[src/hdl/vel_mode_pkg.sv]
/*
 Constants shared by the profile velocity block: register map, field
 positions, reset values, run styles and timing counts.
 Assumes a 100 MHz system clock.
*/
package vel_mode_pkg;
	// Clock and derived timing
	localparam int CLK_PERIOD_NS    = 10;
	localparam int INIT_TIME_NS     = 2000;
	localparam int INIT_CYCLES      = (INIT_TIME_NS + CLK_PERIOD_NS - 1) / CLK_PERIOD_NS;
	localparam int RAMP_TICK_NS     = 1000;
	localparam int RAMP_TICK_CYCLES = RAMP_TICK_NS / CLK_PERIOD_NS;
	localparam int OVERLOAD_TIME_NS = 20000;
	localparam int OVERLOAD_CYCLES  = (OVERLOAD_TIME_NS + CLK_PERIOD_NS - 1) / CLK_PERIOD_NS;
	localparam int INIT_CNT_W       = 8;
	localparam int TICK_CNT_W       = 8;
	localparam int OVL_CNT_W        = 16;

	// Register byte addresses
	localparam logic [15:0] ADDR_CMD        = 16'h6040;
	localparam logic [15:0] ADDR_STATE      = 16'h6044;
	localparam logic [15:0] ADDR_TARGET     = 16'h6048;
	localparam logic [15:0] ADDR_START      = 16'h604c;
	localparam logic [15:0] ADDR_ACCEL      = 16'h6050;
	localparam logic [15:0] ADDR_DEV_LIMIT  = 16'h6054;
	localparam logic [15:0] ADDR_SPEED      = 16'h6058;
	localparam logic [15:0] ADDR_LIMIT_CTRL = 16'h605c;
	localparam logic [15:0] ADDR_ALARM      = 16'h6060;

	// Reset values
	localparam logic [15:0] CMD_RST       = 16'h0000;
	localparam logic [31:0] TARGET_RST    = 32'h0000_0000;
	localparam logic [31:0] START_RST     = 32'h0000_1388;
	localparam logic [31:0] ACCEL_RST     = 32'h0000_0001;
	localparam logic [31:0] DEV_LIMIT_RST = 32'h0000_03e8;

	// Command word fields
	localparam int CMD_HALT_BIT  = 8;
	localparam int CMD_FRST_BIT  = 7;
	localparam int CMD_STYLE_LSB = 12;

	// Status word fields
	localparam int ST_TORQUE_BIT  = 15;
	localparam int ST_ZERO_BIT    = 12;
	localparam int ST_LIMIT_BIT   = 11;
	localparam int ST_REACHED_BIT = 10;
	localparam int ST_INIT_BIT    = 9;
	localparam int ST_WARN_BIT    = 7;
	localparam int DRV_OP_EN_BIT  = 2;

	// Position catch-up gain as a right shift of the deviation
	localparam int DEV_GAIN_SHIFT = 2;

	// Continuous run styles
	typedef enum logic [1:0] {
		STYLE_POSITION = 2'b00,
		STYLE_SPEED    = 2'b01,
		STYLE_PUSH     = 2'b10,
		STYLE_TORQUE   = 2'b11
	} run_style_t;
endpackage : vel_mode_pkg

[src/hdl/speed_ramp.sv]
/*
 Speed ramp generator: starts at the starting speed, steps toward the
 goal once per tick, or jumps straight to it.
 Assumes tick_i is a one-cycle enable on the same clock.
*/
`timescale 1ns/10ps
module speed_ramp #(
	parameter int W = 32
) (
	input  wire logic                clk_i,
	input  wire logic                rstn_i,
	input  wire logic                tick_i,
	input  wire logic                jump_i,
	input  wire logic signed [W-1:0] target_i,
	input  wire logic        [W-1:0] start_i,
	input  wire logic        [W-1:0] step_i,
	output logic signed      [W-1:0] speed_o
);
	typedef struct packed {
		logic signed [W-1:0] speed;
	} ramp_t;

	ramp_t s;
	ramp_t next_s;
	logic signed [W:0] goal;
	logic signed [W:0] cur;
	logic signed [W:0] up;
	logic signed [W:0] dn;
	logic signed [W:0] st_s;
	logic        [W-1:0] tgt_mag;
	logic        [W-1:0] spd_mag;

	// Next speed: reverse through zero, snap below start, step or jump
	always_comb begin
		next_s  = s;
		cur     = {s.speed[W-1], s.speed};
		tgt_mag = target_i[W-1] ? W'(-target_i) : target_i;
		spd_mag = s.speed[W-1] ? W'(-s.speed) : s.speed;
		goal    = (s.speed != '0 && target_i != '0 && s.speed[W-1] != target_i[W-1])
			? '0 : {target_i[W-1], target_i};
		up      = cur + $signed({1'b0, step_i});
		dn      = cur - $signed({1'b0, step_i});
		st_s    = target_i[W-1] ? -$signed({1'b0, start_i}) : $signed({1'b0, start_i});
		if (jump_i) begin
			next_s.speed = target_i;
		end else if (tick_i) begin
			if (s.speed == '0 && target_i != '0 && start_i != '0) begin
				next_s.speed = (start_i >= tgt_mag) ? target_i : W'(st_s);
			end else if (goal == '0 && s.speed != '0 && spd_mag <= start_i) begin
				next_s.speed = '0;
			end else if (cur < goal) begin
				next_s.speed = (up > goal) ? W'(goal) : W'(up);
			end else if (cur > goal) begin
				next_s.speed = (dn < goal) ? W'(goal) : W'(dn);
			end
		end
	end

	// State register
	always_ff @(posedge clk_i or negedge rstn_i) begin
		if (!rstn_i) begin
			s <= '0;
		end else begin
			s <= next_s;
		end
	end

	assign speed_o = s.speed;
endmodule : speed_ramp

[src/hdl/vel_mode_ctrl.sv]
/*
 Profile velocity mode of one axis: command and status words on APB,
 run-style decode, speed ramp, alarms and status flags.
 Assumes limit and torque pins are asynchronous; deviation, warning
 and drive state come from logic on the same clock.
*/
`timescale 1ns/10ps
module vel_mode_ctrl #(
	parameter int OVL_CYCLES = vel_mode_pkg::OVERLOAD_CYCLES
) (
	input  wire logic        CLK_SYS_I,
	input  wire logic        RSTN_I,
	input  wire logic        PSEL_I,
	input  wire logic        PENABLE_I,
	input  wire logic        PWRITE_I,
	input  wire logic [15:0] PADDR_I,
	input  wire logic [31:0] PWDATA_I,
	output logic      [31:0] PRDATA_O,
	output logic             PREADY_O,
	output logic             PSLVERR_O,
	input  wire logic        FORWARD_END_SENSOR_I,
	input  wire logic        REVERSE_END_SENSOR_I,
	input  wire logic        FORWARD_MOTION_INHIBIT_I,
	input  wire logic        REVERSE_MOTION_INHIBIT_I,
	input  wire logic        TORQUE_CEILING_HIT_I,
	input  wire logic [31:0] DEVIATION_I,
	input  wire logic        WARNING_I,
	input  wire logic [6:0]  DRIVE_STATE_I,
	output logic      [31:0] MOTOR_SPEED_O,
	output logic      [15:0] DRIVE_STATE_WORD_O,
	output logic             ALARM_OVERLOAD_O,
	output logic             ALARM_DEVIATION_O,
	output logic             PUSH_HOLD_O
);
	localparam int NPIN = 5;
	localparam int PIN_TORQUE = 4;

	typedef struct packed {
		logic [NPIN-1:0]                       sync1;
		logic [NPIN-1:0]                       sync2;
		logic [15:0]                           cmd;
		logic signed [31:0]                    target;
		logic [31:0]                           start;
		logic [31:0]                           accel;
		logic [31:0]                           dev_limit;
		logic                                  sw_limit;
		logic                                  ovl_alarm;
		logic                                  dev_alarm;
		logic [vel_mode_pkg::OVL_CNT_W-1:0]    ovl_cnt;
		logic [vel_mode_pkg::TICK_CNT_W-1:0]   tick_cnt;
		logic                                  tick;
		logic [vel_mode_pkg::INIT_CNT_W-1:0]   init_cnt;
		logic                                  init_done;
		logic                                  frst_d;
		logic signed [31:0]                    motor_speed;
		logic [15:0]                           status;
		logic                                  push_hold;
		logic                                  pready;
		logic                                  pslverr;
		logic [31:0]                           prdata;
	} ctrl_t;

	ctrl_t                    s;
	ctrl_t                    next_s;
	vel_mode_pkg::run_style_t style;
	logic [NPIN-1:0]          pins;
	logic                     halt;
	logic                     limit_act;
	logic                     stop_req;
	logic signed [31:0]       target_eff;
	logic signed [31:0]       ramp_speed;
	logic signed [31:0]       corr;
	logic [31:0]              dev_mag;
	logic [31:0]              rd_data;
	logic                     rd_hit;
	logic                     wr_en;
	logic                     frst_edge;

	assign pins = {TORQUE_CEILING_HIT_I, REVERSE_MOTION_INHIBIT_I,
		FORWARD_MOTION_INHIBIT_I, REVERSE_END_SENSOR_I, FORWARD_END_SENSOR_I};

	// Run style taken live from the command word, no start needed
	assign style = vel_mode_pkg::run_style_t'(s.cmd[vel_mode_pkg::CMD_STYLE_LSB +: 2]);
	assign halt      = s.cmd[vel_mode_pkg::CMD_HALT_BIT];
	assign limit_act = (|s.sync2[PIN_TORQUE-1:0]) | s.sw_limit;
	// Motion is blocked by halt, alarm, limit or drive not enabled
	assign stop_req  = halt | s.ovl_alarm | s.dev_alarm | limit_act
		| !DRIVE_STATE_I[vel_mode_pkg::DRV_OP_EN_BIT];
	assign target_eff = stop_req ? 32'sh0 : s.target;
	assign dev_mag    = DEVIATION_I[31] ? 32'(-DEVIATION_I) : DEVIATION_I;
	assign corr       = $signed(DEVIATION_I) >>> vel_mode_pkg::DEV_GAIN_SHIFT;
	assign wr_en      = PSEL_I & PENABLE_I & s.pready & PWRITE_I;
	assign frst_edge  = s.cmd[vel_mode_pkg::CMD_FRST_BIT] & !s.frst_d;

	// Ramp: jump in torque style, otherwise ramp from start speed
	speed_ramp #(
		.W(32)
	) u_ramp (
		.clk_i   (CLK_SYS_I),
		.rstn_i  (RSTN_I),
		.tick_i  (s.tick),
		.jump_i  (style == vel_mode_pkg::STYLE_TORQUE),
		.target_i(target_eff),
		.start_i (s.start),
		.step_i  (s.accel),
		.speed_o (ramp_speed)
	);

	// Read data mux and address decode
	always_comb begin
		rd_hit  = 1'b1;
		rd_data = '0;
		unique case (PADDR_I)
			vel_mode_pkg::ADDR_CMD:        rd_data = {16'h0000, s.cmd};
			vel_mode_pkg::ADDR_STATE:      rd_data = {16'h0000, s.status};
			vel_mode_pkg::ADDR_TARGET:     rd_data = s.target;
			vel_mode_pkg::ADDR_START:      rd_data = s.start;
			vel_mode_pkg::ADDR_ACCEL:      rd_data = s.accel;
			vel_mode_pkg::ADDR_DEV_LIMIT:  rd_data = s.dev_limit;
			vel_mode_pkg::ADDR_SPEED:      rd_data = ramp_speed;
			vel_mode_pkg::ADDR_LIMIT_CTRL: rd_data = {31'h0, s.sw_limit};
			vel_mode_pkg::ADDR_ALARM:      rd_data = {30'h0, s.dev_alarm, s.ovl_alarm};
			default:                       rd_hit = 1'b0;
		endcase
	end

	// Next state of the whole block
	always_comb begin
		next_s       = s;
		// Two-stage synchronisers for the pins
		next_s.sync1 = pins;
		next_s.sync2 = s.sync1;
		// Ramp tick divider
		next_s.tick  = 1'b0;
		if (s.tick_cnt == vel_mode_pkg::TICK_CNT_W'(vel_mode_pkg::RAMP_TICK_CYCLES - 1)) begin
			next_s.tick_cnt = '0;
			next_s.tick     = 1'b1;
		end else begin
			next_s.tick_cnt = s.tick_cnt + 1'b1;
		end
		// Initialisation timer
		if (!s.init_done) begin
			if (s.init_cnt == vel_mode_pkg::INIT_CNT_W'(vel_mode_pkg::INIT_CYCLES - 1)) begin
				next_s.init_done = 1'b1;
			end else begin
				next_s.init_cnt = s.init_cnt + 1'b1;
			end
		end
		// APB access: one wait state, answer in the second access cycle
		next_s.pready  = 1'b0;
		next_s.pslverr = 1'b0;
		if (PSEL_I && PENABLE_I && !s.pready) begin
			next_s.pready  = 1'b1;
			next_s.prdata  = rd_data;
			next_s.pslverr = !rd_hit;
		end
		if (wr_en) begin
			unique case (PADDR_I)
				vel_mode_pkg::ADDR_CMD:        next_s.cmd = PWDATA_I[15:0];
				vel_mode_pkg::ADDR_TARGET:     next_s.target = PWDATA_I;
				vel_mode_pkg::ADDR_START:      next_s.start = PWDATA_I;
				vel_mode_pkg::ADDR_ACCEL:      next_s.accel = PWDATA_I;
				vel_mode_pkg::ADDR_DEV_LIMIT:  next_s.dev_limit = PWDATA_I;
				vel_mode_pkg::ADDR_LIMIT_CTRL: next_s.sw_limit = PWDATA_I[0];
				default:                       next_s.frst_d = s.frst_d;
			endcase
		end
		next_s.frst_d = s.cmd[vel_mode_pkg::CMD_FRST_BIT];
		// Fault reset clears alarms; a new cause in the same cycle wins
		if (frst_edge) begin
			next_s.ovl_alarm = 1'b0;
			next_s.dev_alarm = 1'b0;
		end
		// Overload: torque ceiling held too long in styles 00 and 01
		if (s.sync2[PIN_TORQUE] && ramp_speed != '0
			&& (style == vel_mode_pkg::STYLE_POSITION || style == vel_mode_pkg::STYLE_SPEED)) begin
			if (s.ovl_cnt != vel_mode_pkg::OVL_CNT_W'(OVL_CYCLES - 1)) begin
				next_s.ovl_cnt = s.ovl_cnt + 1'b1;
			end else begin
				next_s.ovl_alarm = 1'b1;
			end
		end else begin
			next_s.ovl_cnt = '0;
		end
		// Deviation supervision only in position style
		if (style == vel_mode_pkg::STYLE_POSITION && dev_mag > s.dev_limit) begin
			next_s.dev_alarm = 1'b1;
		end
		// Pressing against the load in push and torque styles
		next_s.push_hold = style[1] & s.sync2[PIN_TORQUE];
		// Motor speed: ramp plus catch-up in position style
		if (s.ovl_alarm || s.dev_alarm) begin
			next_s.motor_speed = '0;
		end else if (style == vel_mode_pkg::STYLE_POSITION) begin
			next_s.motor_speed = ramp_speed + corr;
		end else begin
			next_s.motor_speed = ramp_speed;
		end
		// Status word
		next_s.status = {s.sync2[PIN_TORQUE], 2'b00, ramp_speed == '0, limit_act,
			halt ? ramp_speed == '0 : ramp_speed == s.target, s.init_done, 1'b0,
			WARNING_I, DRIVE_STATE_I};
	end

	// State register
	always_ff @(posedge CLK_SYS_I or negedge RSTN_I) begin
		if (!RSTN_I) begin
			s           <= '0;
			s.cmd       <= vel_mode_pkg::CMD_RST;
			s.target    <= vel_mode_pkg::TARGET_RST;
			s.start     <= vel_mode_pkg::START_RST;
			s.accel     <= vel_mode_pkg::ACCEL_RST;
			s.dev_limit <= vel_mode_pkg::DEV_LIMIT_RST;
		end else begin
			s <= next_s;
		end
	end

	// Outputs straight from flip-flops
	assign PRDATA_O           = s.prdata;
	assign PREADY_O           = s.pready;
	assign PSLVERR_O          = s.pslverr;
	assign MOTOR_SPEED_O      = s.motor_speed;
	assign DRIVE_STATE_WORD_O = s.status;
	assign ALARM_OVERLOAD_O   = s.ovl_alarm;
	assign ALARM_DEVIATION_O  = s.dev_alarm;
	assign PUSH_HOLD_O        = s.push_hold;

	// Checks on the style, ramp, alarm and status behaviour
	property p_torque_jump;
		@(posedge CLK_SYS_I) disable iff (!RSTN_I)
		(style == vel_mode_pkg::STYLE_TORQUE && !stop_req) |=> ramp_speed == $past(s.target);
	endproperty
	a_torque_jump: assert property (p_torque_jump) else $error("torque style did not jump");

	property p_start_speed;
		@(posedge CLK_SYS_I) disable iff (!RSTN_I)
		(s.tick && ramp_speed == '0 && style != vel_mode_pkg::STYLE_TORQUE
			&& target_eff > $signed(s.start) && s.start != '0)
		|=> ramp_speed == $signed($past(s.start));
	endproperty
	a_start_speed: assert property (p_start_speed) else $error("ramp not at start speed");

	property p_dev_alarm;
		@(posedge CLK_SYS_I) disable iff (!RSTN_I)
		(style == vel_mode_pkg::STYLE_POSITION && dev_mag > s.dev_limit) |=> s.dev_alarm;
	endproperty
	a_dev_alarm: assert property (p_dev_alarm) else $error("deviation alarm missing");

	property p_speed_no_dev;
		@(posedge CLK_SYS_I) disable iff (!RSTN_I)
		$rose(s.dev_alarm) |-> $past(style) == vel_mode_pkg::STYLE_POSITION;
	endproperty
	a_speed_no_dev: assert property (p_speed_no_dev) else $error("deviation alarm off style");

	property p_push_no_ovl;
		@(posedge CLK_SYS_I) disable iff (!RSTN_I)
		style[1] |=> !$rose(s.ovl_alarm);
	endproperty
	a_push_no_ovl: assert property (p_push_no_ovl) else $error("overload in push style");

	property p_torque_flag;
		@(posedge CLK_SYS_I) disable iff (!RSTN_I)
		1'b1 |=> s.status[vel_mode_pkg::ST_TORQUE_BIT] == $past(s.sync2[PIN_TORQUE]);
	endproperty
	a_torque_flag: assert property (p_torque_flag) else $error("torque flag wrong");

	property p_zero_flag;
		@(posedge CLK_SYS_I) disable iff (!RSTN_I)
		1'b1 |=> s.status[vel_mode_pkg::ST_ZERO_BIT] == ($past(ramp_speed) == '0);
	endproperty
	a_zero_flag: assert property (p_zero_flag) else $error("zero speed flag wrong");

	property p_limit_flag;
		@(posedge CLK_SYS_I) disable iff (!RSTN_I)
		(|s.sync2[PIN_TORQUE-1:0]) |=> s.status[vel_mode_pkg::ST_LIMIT_BIT];
	endproperty
	a_limit_flag: assert property (p_limit_flag) else $error("limit flag missing");

	property p_init;
		@(posedge CLK_SYS_I) disable iff (!RSTN_I)
		$rose(s.init_done) |-> $past(s.init_cnt)
			== vel_mode_pkg::INIT_CNT_W'(vel_mode_pkg::INIT_CYCLES - 1);
	endproperty
	a_init: assert property (p_init) else $error("init done at wrong time");

	property p_halt_reached;
		@(posedge CLK_SYS_I) disable iff (!RSTN_I)
		(halt && ramp_speed == '0) |=> s.status[vel_mode_pkg::ST_REACHED_BIT];
	endproperty
	a_halt_reached: assert property (p_halt_reached) else $error("halt reached flag missing");

	property p_halt_hold;
		@(posedge CLK_SYS_I) disable iff (!RSTN_I)
		(halt && ramp_speed == '0) ##1 halt |-> ramp_speed == '0;
	endproperty
	a_halt_hold: assert property (p_halt_hold) else $error("moved while halted");

	c_ovl: cover property (@(posedge CLK_SYS_I) disable iff (!RSTN_I) $rose(s.ovl_alarm));
	c_dev: cover property (@(posedge CLK_SYS_I) disable iff (!RSTN_I) $rose(s.dev_alarm));
	c_reach: cover property (@(posedge CLK_SYS_I) disable iff (!RSTN_I)
		!halt && ramp_speed != '0 && ramp_speed == s.target);
	c_push: cover property (@(posedge CLK_SYS_I) disable iff (!RSTN_I) $rose(s.push_hold));
endmodule : vel_mode_ctrl

[config.mk]
export PLATFORM = sky130hd
export DESIGN_NAME = vel_mode_ctrl
export DESIGN_NICKNAME = d
export VERILOG_FILES = /design/src/hdl/vel_mode_pkg.sv /design/src/hdl/speed_ramp.sv /design/src/hdl/vel_mode_ctrl.sv
export SDC_FILE = /design/constraint.sdc
export NUM_CORES = 1
export LEC_CHECK = 0
export BUFFER_PORTS_ARGS = -buffer_cell sky130_fd_sc_hd__buf_2
export CAP_MARGIN = 20
export CORE_MARGIN = 2
export CORE_UTILIZATION = 50
export CTS_BUF_LIST = sky130_fd_sc_hd__clkbuf_8
export DETAILED_ROUTE_END_ITERATION = 10
export PLACE_DENSITY_LB_ADDON = 0.25
export SETUP_SLACK_MARGIN = 0.2
export SLEW_MARGIN = 20
export SYNTH_ARGS = -nofsm -noshare
export SYNTH_HDL_FRONTEND = slang
export SYNTH_SLANG_ARGS = --single-unit
[constraint.sdc]
create_clock -name CLK_SYS_I -period 7.2 [get_ports CLK_SYS_I]
set_input_delay 0.36 -clock CLK_SYS_I [delete_from_list [all_inputs] [get_ports CLK_SYS_I]]
set_output_delay 0.36 -clock CLK_SYS_I [all_outputs]
set_load 0.02 [all_outputs]
=== Word level (Yosys, flattened, before mapping) ===
Cells that the tools add are included.

* Flip-flop bits (word level): 304
* Bits of input ports: 98
* Output and inout port bits: 85

* Add/subtract/negate cells: 10
* Order comparisons: 7
* Equality and inequality tests: 17
* Mux-type cells: 31
* Bitwise operators: 12
* Reductions and logical operators: 36

{| class="wikitable"
|+ Operator list
! operator !! count
|-
| 32-bit 2-to-1 mux || 16
|-
| 32-bit case mux with 9 select lines || 1
|-
| 16-bit by 15-bit == test with 1-bit output, second input constant || 9
|-
| 32-bit negation || 4
|-
| 32-bit nonzero test || 3
|-
| 34-bit 2-to-1 mux || 1
|-
| 32-bit by 33-bit adder with 33-bit output || 1
|-
| 32-bit by 33-bit > comparator with 1-bit output || 1
|-
| 33-bit > comparator || 1
|-
| 33-bit zero test || 1
|-
| 32-bit by 33-bit less-than comparator with 1-bit output || 1
|-
| 33-bit less-than comparator || 1
|-
| 33-bit 2-to-1 mux || 1
|-
| 32-bit by 33-bit subtractor with 33-bit output || 1
|-
| 32-bit by 30-bit adder with 32-bit output || 1
|-
| 32-bit == test || 1
|-
| 32-bit greater-or-equal comparator || 1
|-
| 32-bit > comparator || 1
|-
| 32-bit <= comparator || 1
|-
| 32-bit zero test || 1
|-
| 16-bit 2-to-1 mux || 2
|-
| 16-bit by 1-bit adder with 16-bit output, second input constant || 1
|-
| 8-bit by 1-bit adder with 8-bit output, second input constant || 2
|-
| 16-bit by 11-bit inequality test with 1-bit output, second input constant || 1
|-
| 21 further kinds || 59
|}

=== Logic depth before layout (Yosys ltp) ===
* Depth in word-level cells: 17
* Gate-level depth with buffers: 29
* Depth with buffers taken out: 24

=== Modules after synthesis ===
Synthesis repeated with hierarchy kept, for this count alone.

* Cell total of the unflattened synthesis: 3091
* Area, all modules: 27351.2 um2

{| class="wikitable"
|+ By module, submodules not included
! module !! times used !! cells each !! area an instance (um2) !! seq. area each (um2)
|-
| vel_mode_ctrl || 1 || 1483 || 15523.6 || 6821.5
|-
| speed_ramp || 1 || 1608 || 11827.6 || 800.8
|}

=== Least setup slack after synthesis ===
OpenSTA, ideal clock, no wires.

* Path kind: reg-to-reg
* Start point: register s, in the netlist ALARM_DEVIATION_O
* End point: register u_ramp.s, in the netlist u_ramp.speed_o[12]
* Library setup time: 0.119 ns
* Arrival: 5.819 ns
* Slack: 1.263 ns
* Cell stages (with the launch flop): 27
* Path buffers: 7
* Cells stage by stage: dfrtp_1 -> or2_2 -> clkbuf_1 -> nor4_1 -> clkbuf_1 -> clkbuf_1 -> buf_1 -> nand2_1 -> ha_1 -> o21ai_2 -> o21ba_1 -> nand2_1 -> buf_4 -> clkbuf_1 -> nand3_1 -> ha_1 -> nand4_1 -> or2_2 -> or4_1 -> a21oi_1 -> o21ai_0 -> a41oi_1 -> nand2_2 -> buf_2 -> o221ai_1 -> a21oi_1 -> o21a_1

* Cells in the longest elaborated chain, start to end: 16
* Elaborated cells between the ends (all ways): 33

{| class="wikitable"
|+ Ends and longest elaborated chain
! element !! RTL line !! text
|-
| start, declared || vel_mode_ctrl.sv:63 || <nowiki>ctrl_t s;</nowiki>
|-
| start signal, assigned || vel_mode_ctrl.sv:215 || <nowiki>s <= next_s;</nowiki>
|-
| 1-bit bitwise OR (*) (2 in series) || vel_mode_ctrl.sv:87 || <nowiki>assign stop_req = halt | s.ovl_alarm | s.dev_alarm | limit_act</nowiki>
|-
| 1-bit bitwise OR (*) || vel_mode_ctrl.sv:88 || <nowiki>| !DRIVE_STATE_I[vel_mode_pkg::DRV_OP_EN_BIT];</nowiki>
|-
| 32-bit 2-to-1 mux (*) || vel_mode_ctrl.sv:89 || <nowiki>assign target_eff = stop_req ? 32'sh0 : s.target;</nowiki>
|-
| parallel branches: the longest is 12 deep, another holds 32-bit negation || n/a ||
|-
| end signal, assigned || speed_ramp.sv:64 || <nowiki>s <= next_s;</nowiki>
|-
| end, declared || speed_ramp.sv:23 || <nowiki>ramp_t s;</nowiki>
|}

Every way passes the cells marked *. The select of a mux whose other input is x is not followed.
A chain may end at the register's enable or synchronous reset.

=== Worst setup path in the final report ===
* Start point: register u_ramp.s, in the netlist u_ramp.speed_o[10]
* End point: register u_ramp.s, in the netlist u_ramp.speed_o[2]

* Cells in the longest elaborated chain, start to end: 12
* Elaborated cells between the ends (all ways): 29

{| class="wikitable"
|+ Ends and longest elaborated chain
! element
|-
| parallel branches: the longest is 12 deep, another holds 32-bit by 33-bit subtractor with 33-bit output
|}

Several ways; the timed one is not identified. The select of a mux whose other input is x is not followed.

==> results.py <==
metrics = {
    "run_status": {
        "run_status": "finished, final reports clean",
    },
    "route": {
        "avgRoutedWirePerCell_um": 25.4,
        "drt_wl_total_um": 101000,
        "vias": 25600,
        "drtIter0Drc": 2781,
        "postRouteAntennaNets": 0,
        "viasPerCell": 6.43,
        "dr.pass1.iters": 8,
        "drc": 0,
    },
    "worst_setup_path": {
        "cp_data_required_time_ps": 7810,
        "arrival_ps": 7400,
        "worstSetupPathType": "reg -> reg",
        "cp-end-kind": "register",
        "crit_path_cell_trace": "nor4_1 -> nand4_1 -> or2_2 -> nand2b_1 -> nand2_2 -> buf_4 -> nand3_1 -> ha_1 -> o21ai_0 -> o21ai_0 -> o211ai_1 -> a21oi_1 -> or4_1 -> o21ai_0 -> a41oi_2 -> buf_4 -> nand2_2 -> o22ai_1 -> a211o_1 -> a211oi_1",
        "start_kind": "register",
        "crit_slowest_cell": "nor4_1",
        "crit_buf_inv": 2,
        "cp_top_family": "simple AND/OR/NAND/NOR gates",
        "crit_top_cell": "o21ai_0",
        "critPathMaxStageDelay_ps": 670,
        "cp_max_fo": 28,
    },
    "sta": {
        "final.period_utilization": 0.943,
        "relSlewSlack": 0.263,
        "skew_ps": 60.6,
        "tightest_slew_ps": 1100,
        "rsz0062_at_grt": "yes",
        "setup_viol": 0,
        "finalHoldViolCount": 0,
        "final_max_slew_viol_count": 0,
        "max_freq_mhz": 147,
        "finalCriticalPeriod_ps": 6790,
    },
    "cells_and_area": {
        "diodes": 0,
        "fill_cells": 4834,
        "drive_above_1_share": 0.167,
        "final_nets": 3641,
        "most-common-layout-cells": "ha_1, nand2_1, dfrtp_1",
        "area_delta_synth_final_pct": 11.1,
        "fin_area_sq_mm": 0.0298,
        "final_common_cell": "ha_1",
        "fin_cells": 3981,
    },
    "die": {
        "io_pins": 183,
        "core-area_sq_mm": 0.0528,
        "die_x_um": 236,
        "dieArea_sq_mm": 0.0555,
        "start_util": 0.508,
        "die_h_um": 236,
        "rows": 84,
    },
    "pwr": {
        "p_seq_frac": 0.439,
        "p_leak_nw": 13.8,
        "p_sw_frac": 0.263,
        "p_clk_frac": 0.483,
        "cellInternalPower_mw": 2.93,
        "combPwrFrac": 0.078,
        "worst_ir_drop_vdd_mv": 0.177,
        "switching_power_mw": 1.05,
        "cellPowerDensity_mw_per_mm2": 134,
        "p_total_mw": 3.98,
    },
    "cts": {
        "root_buffer": "clkbuf_8",
        "numCtsBuffers": 57,
        "clock_sinks": 304,
        "cts_tree": "done",
        "cts_setup_buffers": 0,
        "clk_latency_ps": 710,
        "clk_path_buf_depth": 3,
        "htreeDepth": 2,
        "path_clk_slew_ps": 60,
    },
    "placed_design": {
        "dpl.cell_count": 3828,
        "gp_congestion": 1.02,
        "io_buffers": 179,
        "place_area_sq_mm": 0.0280,
        "post-dp-hpwl_um": 76400,
    },
    "synthesis": {
        "syn_area_sq_mm": 0.0268,
        "ys_seq_area_frac": 0.284,
        "async_reset_ff_frac": 1.00,
        "synth_top_flop_cell": "dfrtp_1",
        "synth-edff-count": 0,
        "synth_cells": 3135,
        "synth_seq_cells": 304,
        "syn_avg_cell_area_sq_um": 8.55,
        "yosys_warnings": 0,
        "synth_cell_type_count": 84,
    },
    "global_routing": {
        "gr-total-overflow": 0,
        "grt_pass1_vias": 25400,
        "antenna_found_initial": 2,
        "grt_max_degree": 174,
        "grt_pass1_wl_um": 153000,
        "grt_use_total": 0.357,
    },
    "run": {
        "maxCapViolCount": 0,
    },
    "hold_path": {
        "holdCritPathClass": "in -> reg",
    },
}
==> state kept, by name, summed over array words and instances, names as in the netlist <==
register and flops:
ALARM_DEVIATION_O 1, ALARM_OVERLOAD_O 1, DRIVE_STATE_WORD_O 13, MOTOR_SPEED_O 32
PRDATA_O 32, PREADY_O 1, PSLVERR_O 1, PUSH_HOLD_O 1
halt 1, next_s 8, s 181, u_ramp.speed_o 32
==> power by group through the flow <==
stage / combinational, mW / clock (mW) / sequential (mW)
after CTS: 0.312 / 1.95 / 1.75
after global placement: 0.282 / 0 / 1.78
final: 0.312 / 1.92 / 1.75
after floorplan: 0.171 / 0 / 1.77
after detailed placement: 0.290 / 0 / 1.78
after global routing: 0.346 / 2.03 / 1.75
==> cells in the mapped netlist, types with 48 or more instances <==
| cell | n | share of area |
|---|---|---|
| a21o_1 | 59 | 0.017 |
| a21oi_1 | 218 | 0.041 |
| buf_4 | 82 | 0.023 |
| clkbuf_1 | 159 | 0.022 |
| dfrtp_1 | 292 | 0.27 |
| ha_1 | 295 | 0.14 |
| inv_1 | 148 | 0.021 |
| mux2_2 | 118 | 0.050 |
| nand2_1 | 294 | 0.041 |
| nand3_1 | 75 | 0.014 |
| nand4_1 | 48 | 0.011 |
| nor2_1 | 188 | 0.026 |
| nor3_1 | 52 | 0.0097 |
| o21ai_0 | 180 | 0.034 |
| o31ai_1 | 52 | 0.015 |
| xnor2_1 | 198 | 0.065 |
| xor2_1 | 56 | 0.018 |
==> final timing paths <==
kind	start	endpoint	slack (ps)	depth (start not counted)
setup reg to reg	u_ramp.speed_o[10]$_DFFE_PN0P_	u_ramp.speed_o[2]$_DFFE_PN0P_	410	20
hold reg to reg	next_s[266]$_DFF_PN0_	s[266]$_DFF_PN0_	350	0
setup / recovery	u_ramp.speed_o[10]$_DFFE_PN0P_	u_ramp.speed_o[2]$_DFFE_PN0P_	410	20
max in group asynchronous	RSTN_I	s[95]$_DFF_PN0_	5500	3
min in group asynchronous	RSTN_I	MOTOR_SPEED_O[5]$_DFF_PN0_	220	2
hold / removal	PWDATA_I[1]	s[186]$_DFFE_PN0P_	50	3
==> logic make-up after synthesis <==
family	after synthesis	synth area share
xor+xnor	254	0.0830
other cells	1	0.000140
fa+ha+maj	298	0.140
flops	304	0.284
simple gates	853	0.152
compound gates	881	0.217
buf+inv	420	0.0717
mux	124	0.0518
==> what timing repair did <==
action,4_1_cts,5_1_grt
resized for setup,1,8
hold endpoints to repair,188,0
gates cloned,1,0
hold buffers,45,0
endpoints found under the setup margin,22,31
==> worst register-to-register path, cell delays in order (launching register included) <==
cell and delay, ps:
dfrtp_1 600, nor4_1 670, nand4_1 420, or2_2 450
nand2b_1 260, nand2_2 400, buf_4 230, nand3_1 210
ha_1 390, o21ai_0 140, o21ai_0 100, o211ai_1 100
a21oi_1 90, or4_1 490, o21ai_0 330, a41oi_2 320
buf_4 240, nand2_2 460, o22ai_1 270, a211o_1 320
a211oi_1 200
==> through the flow <==
| step | utilization | hold WS [ps] | worst slack (ps) | TNS (ps) |
|---|---|---|---|---|
| final | 0.564 | 47.0 | 414 | 0 |
| after global placement | 0.531 | 333 | -76.3 | -76.3 |
| after CTS | 0.564 | 9.54 | 244 | 0 |
| after floorplan | - | 64.4 | 1260 | 0 |
| after detailed placement | 0.531 | 339 | -74.7 | -74.7 |
| after global routing | 0.564 | 51.4 | 195 | 0 |
==> routing by layer <==
layer	share of wire	track usage	vias to the layer above
li1	-	-	11500
met1	0.41	0.488	12400
met2	0.43	0.536	1409
met3	0.12	0.0869	253
met4	0.043	0.155	0
met5	0	0	-
==> area by class of cell <==
class / count / area (sq um) / area share
clock buffers: 68 / 936 / 0.0314
clock inverters: 39 / 352 / 0.0118
inverters: 152 / 571 / 0.0192
multi-input cells: 2414 / 17400 / 0.583
flip-flops and latches: 304 / 7630 / 0.256
well taps: 688 / 861 / 0.0289
repair buffers: 316 / 2060 / 0.0692
No activity file was read; power rests on OpenSTA's default activity.
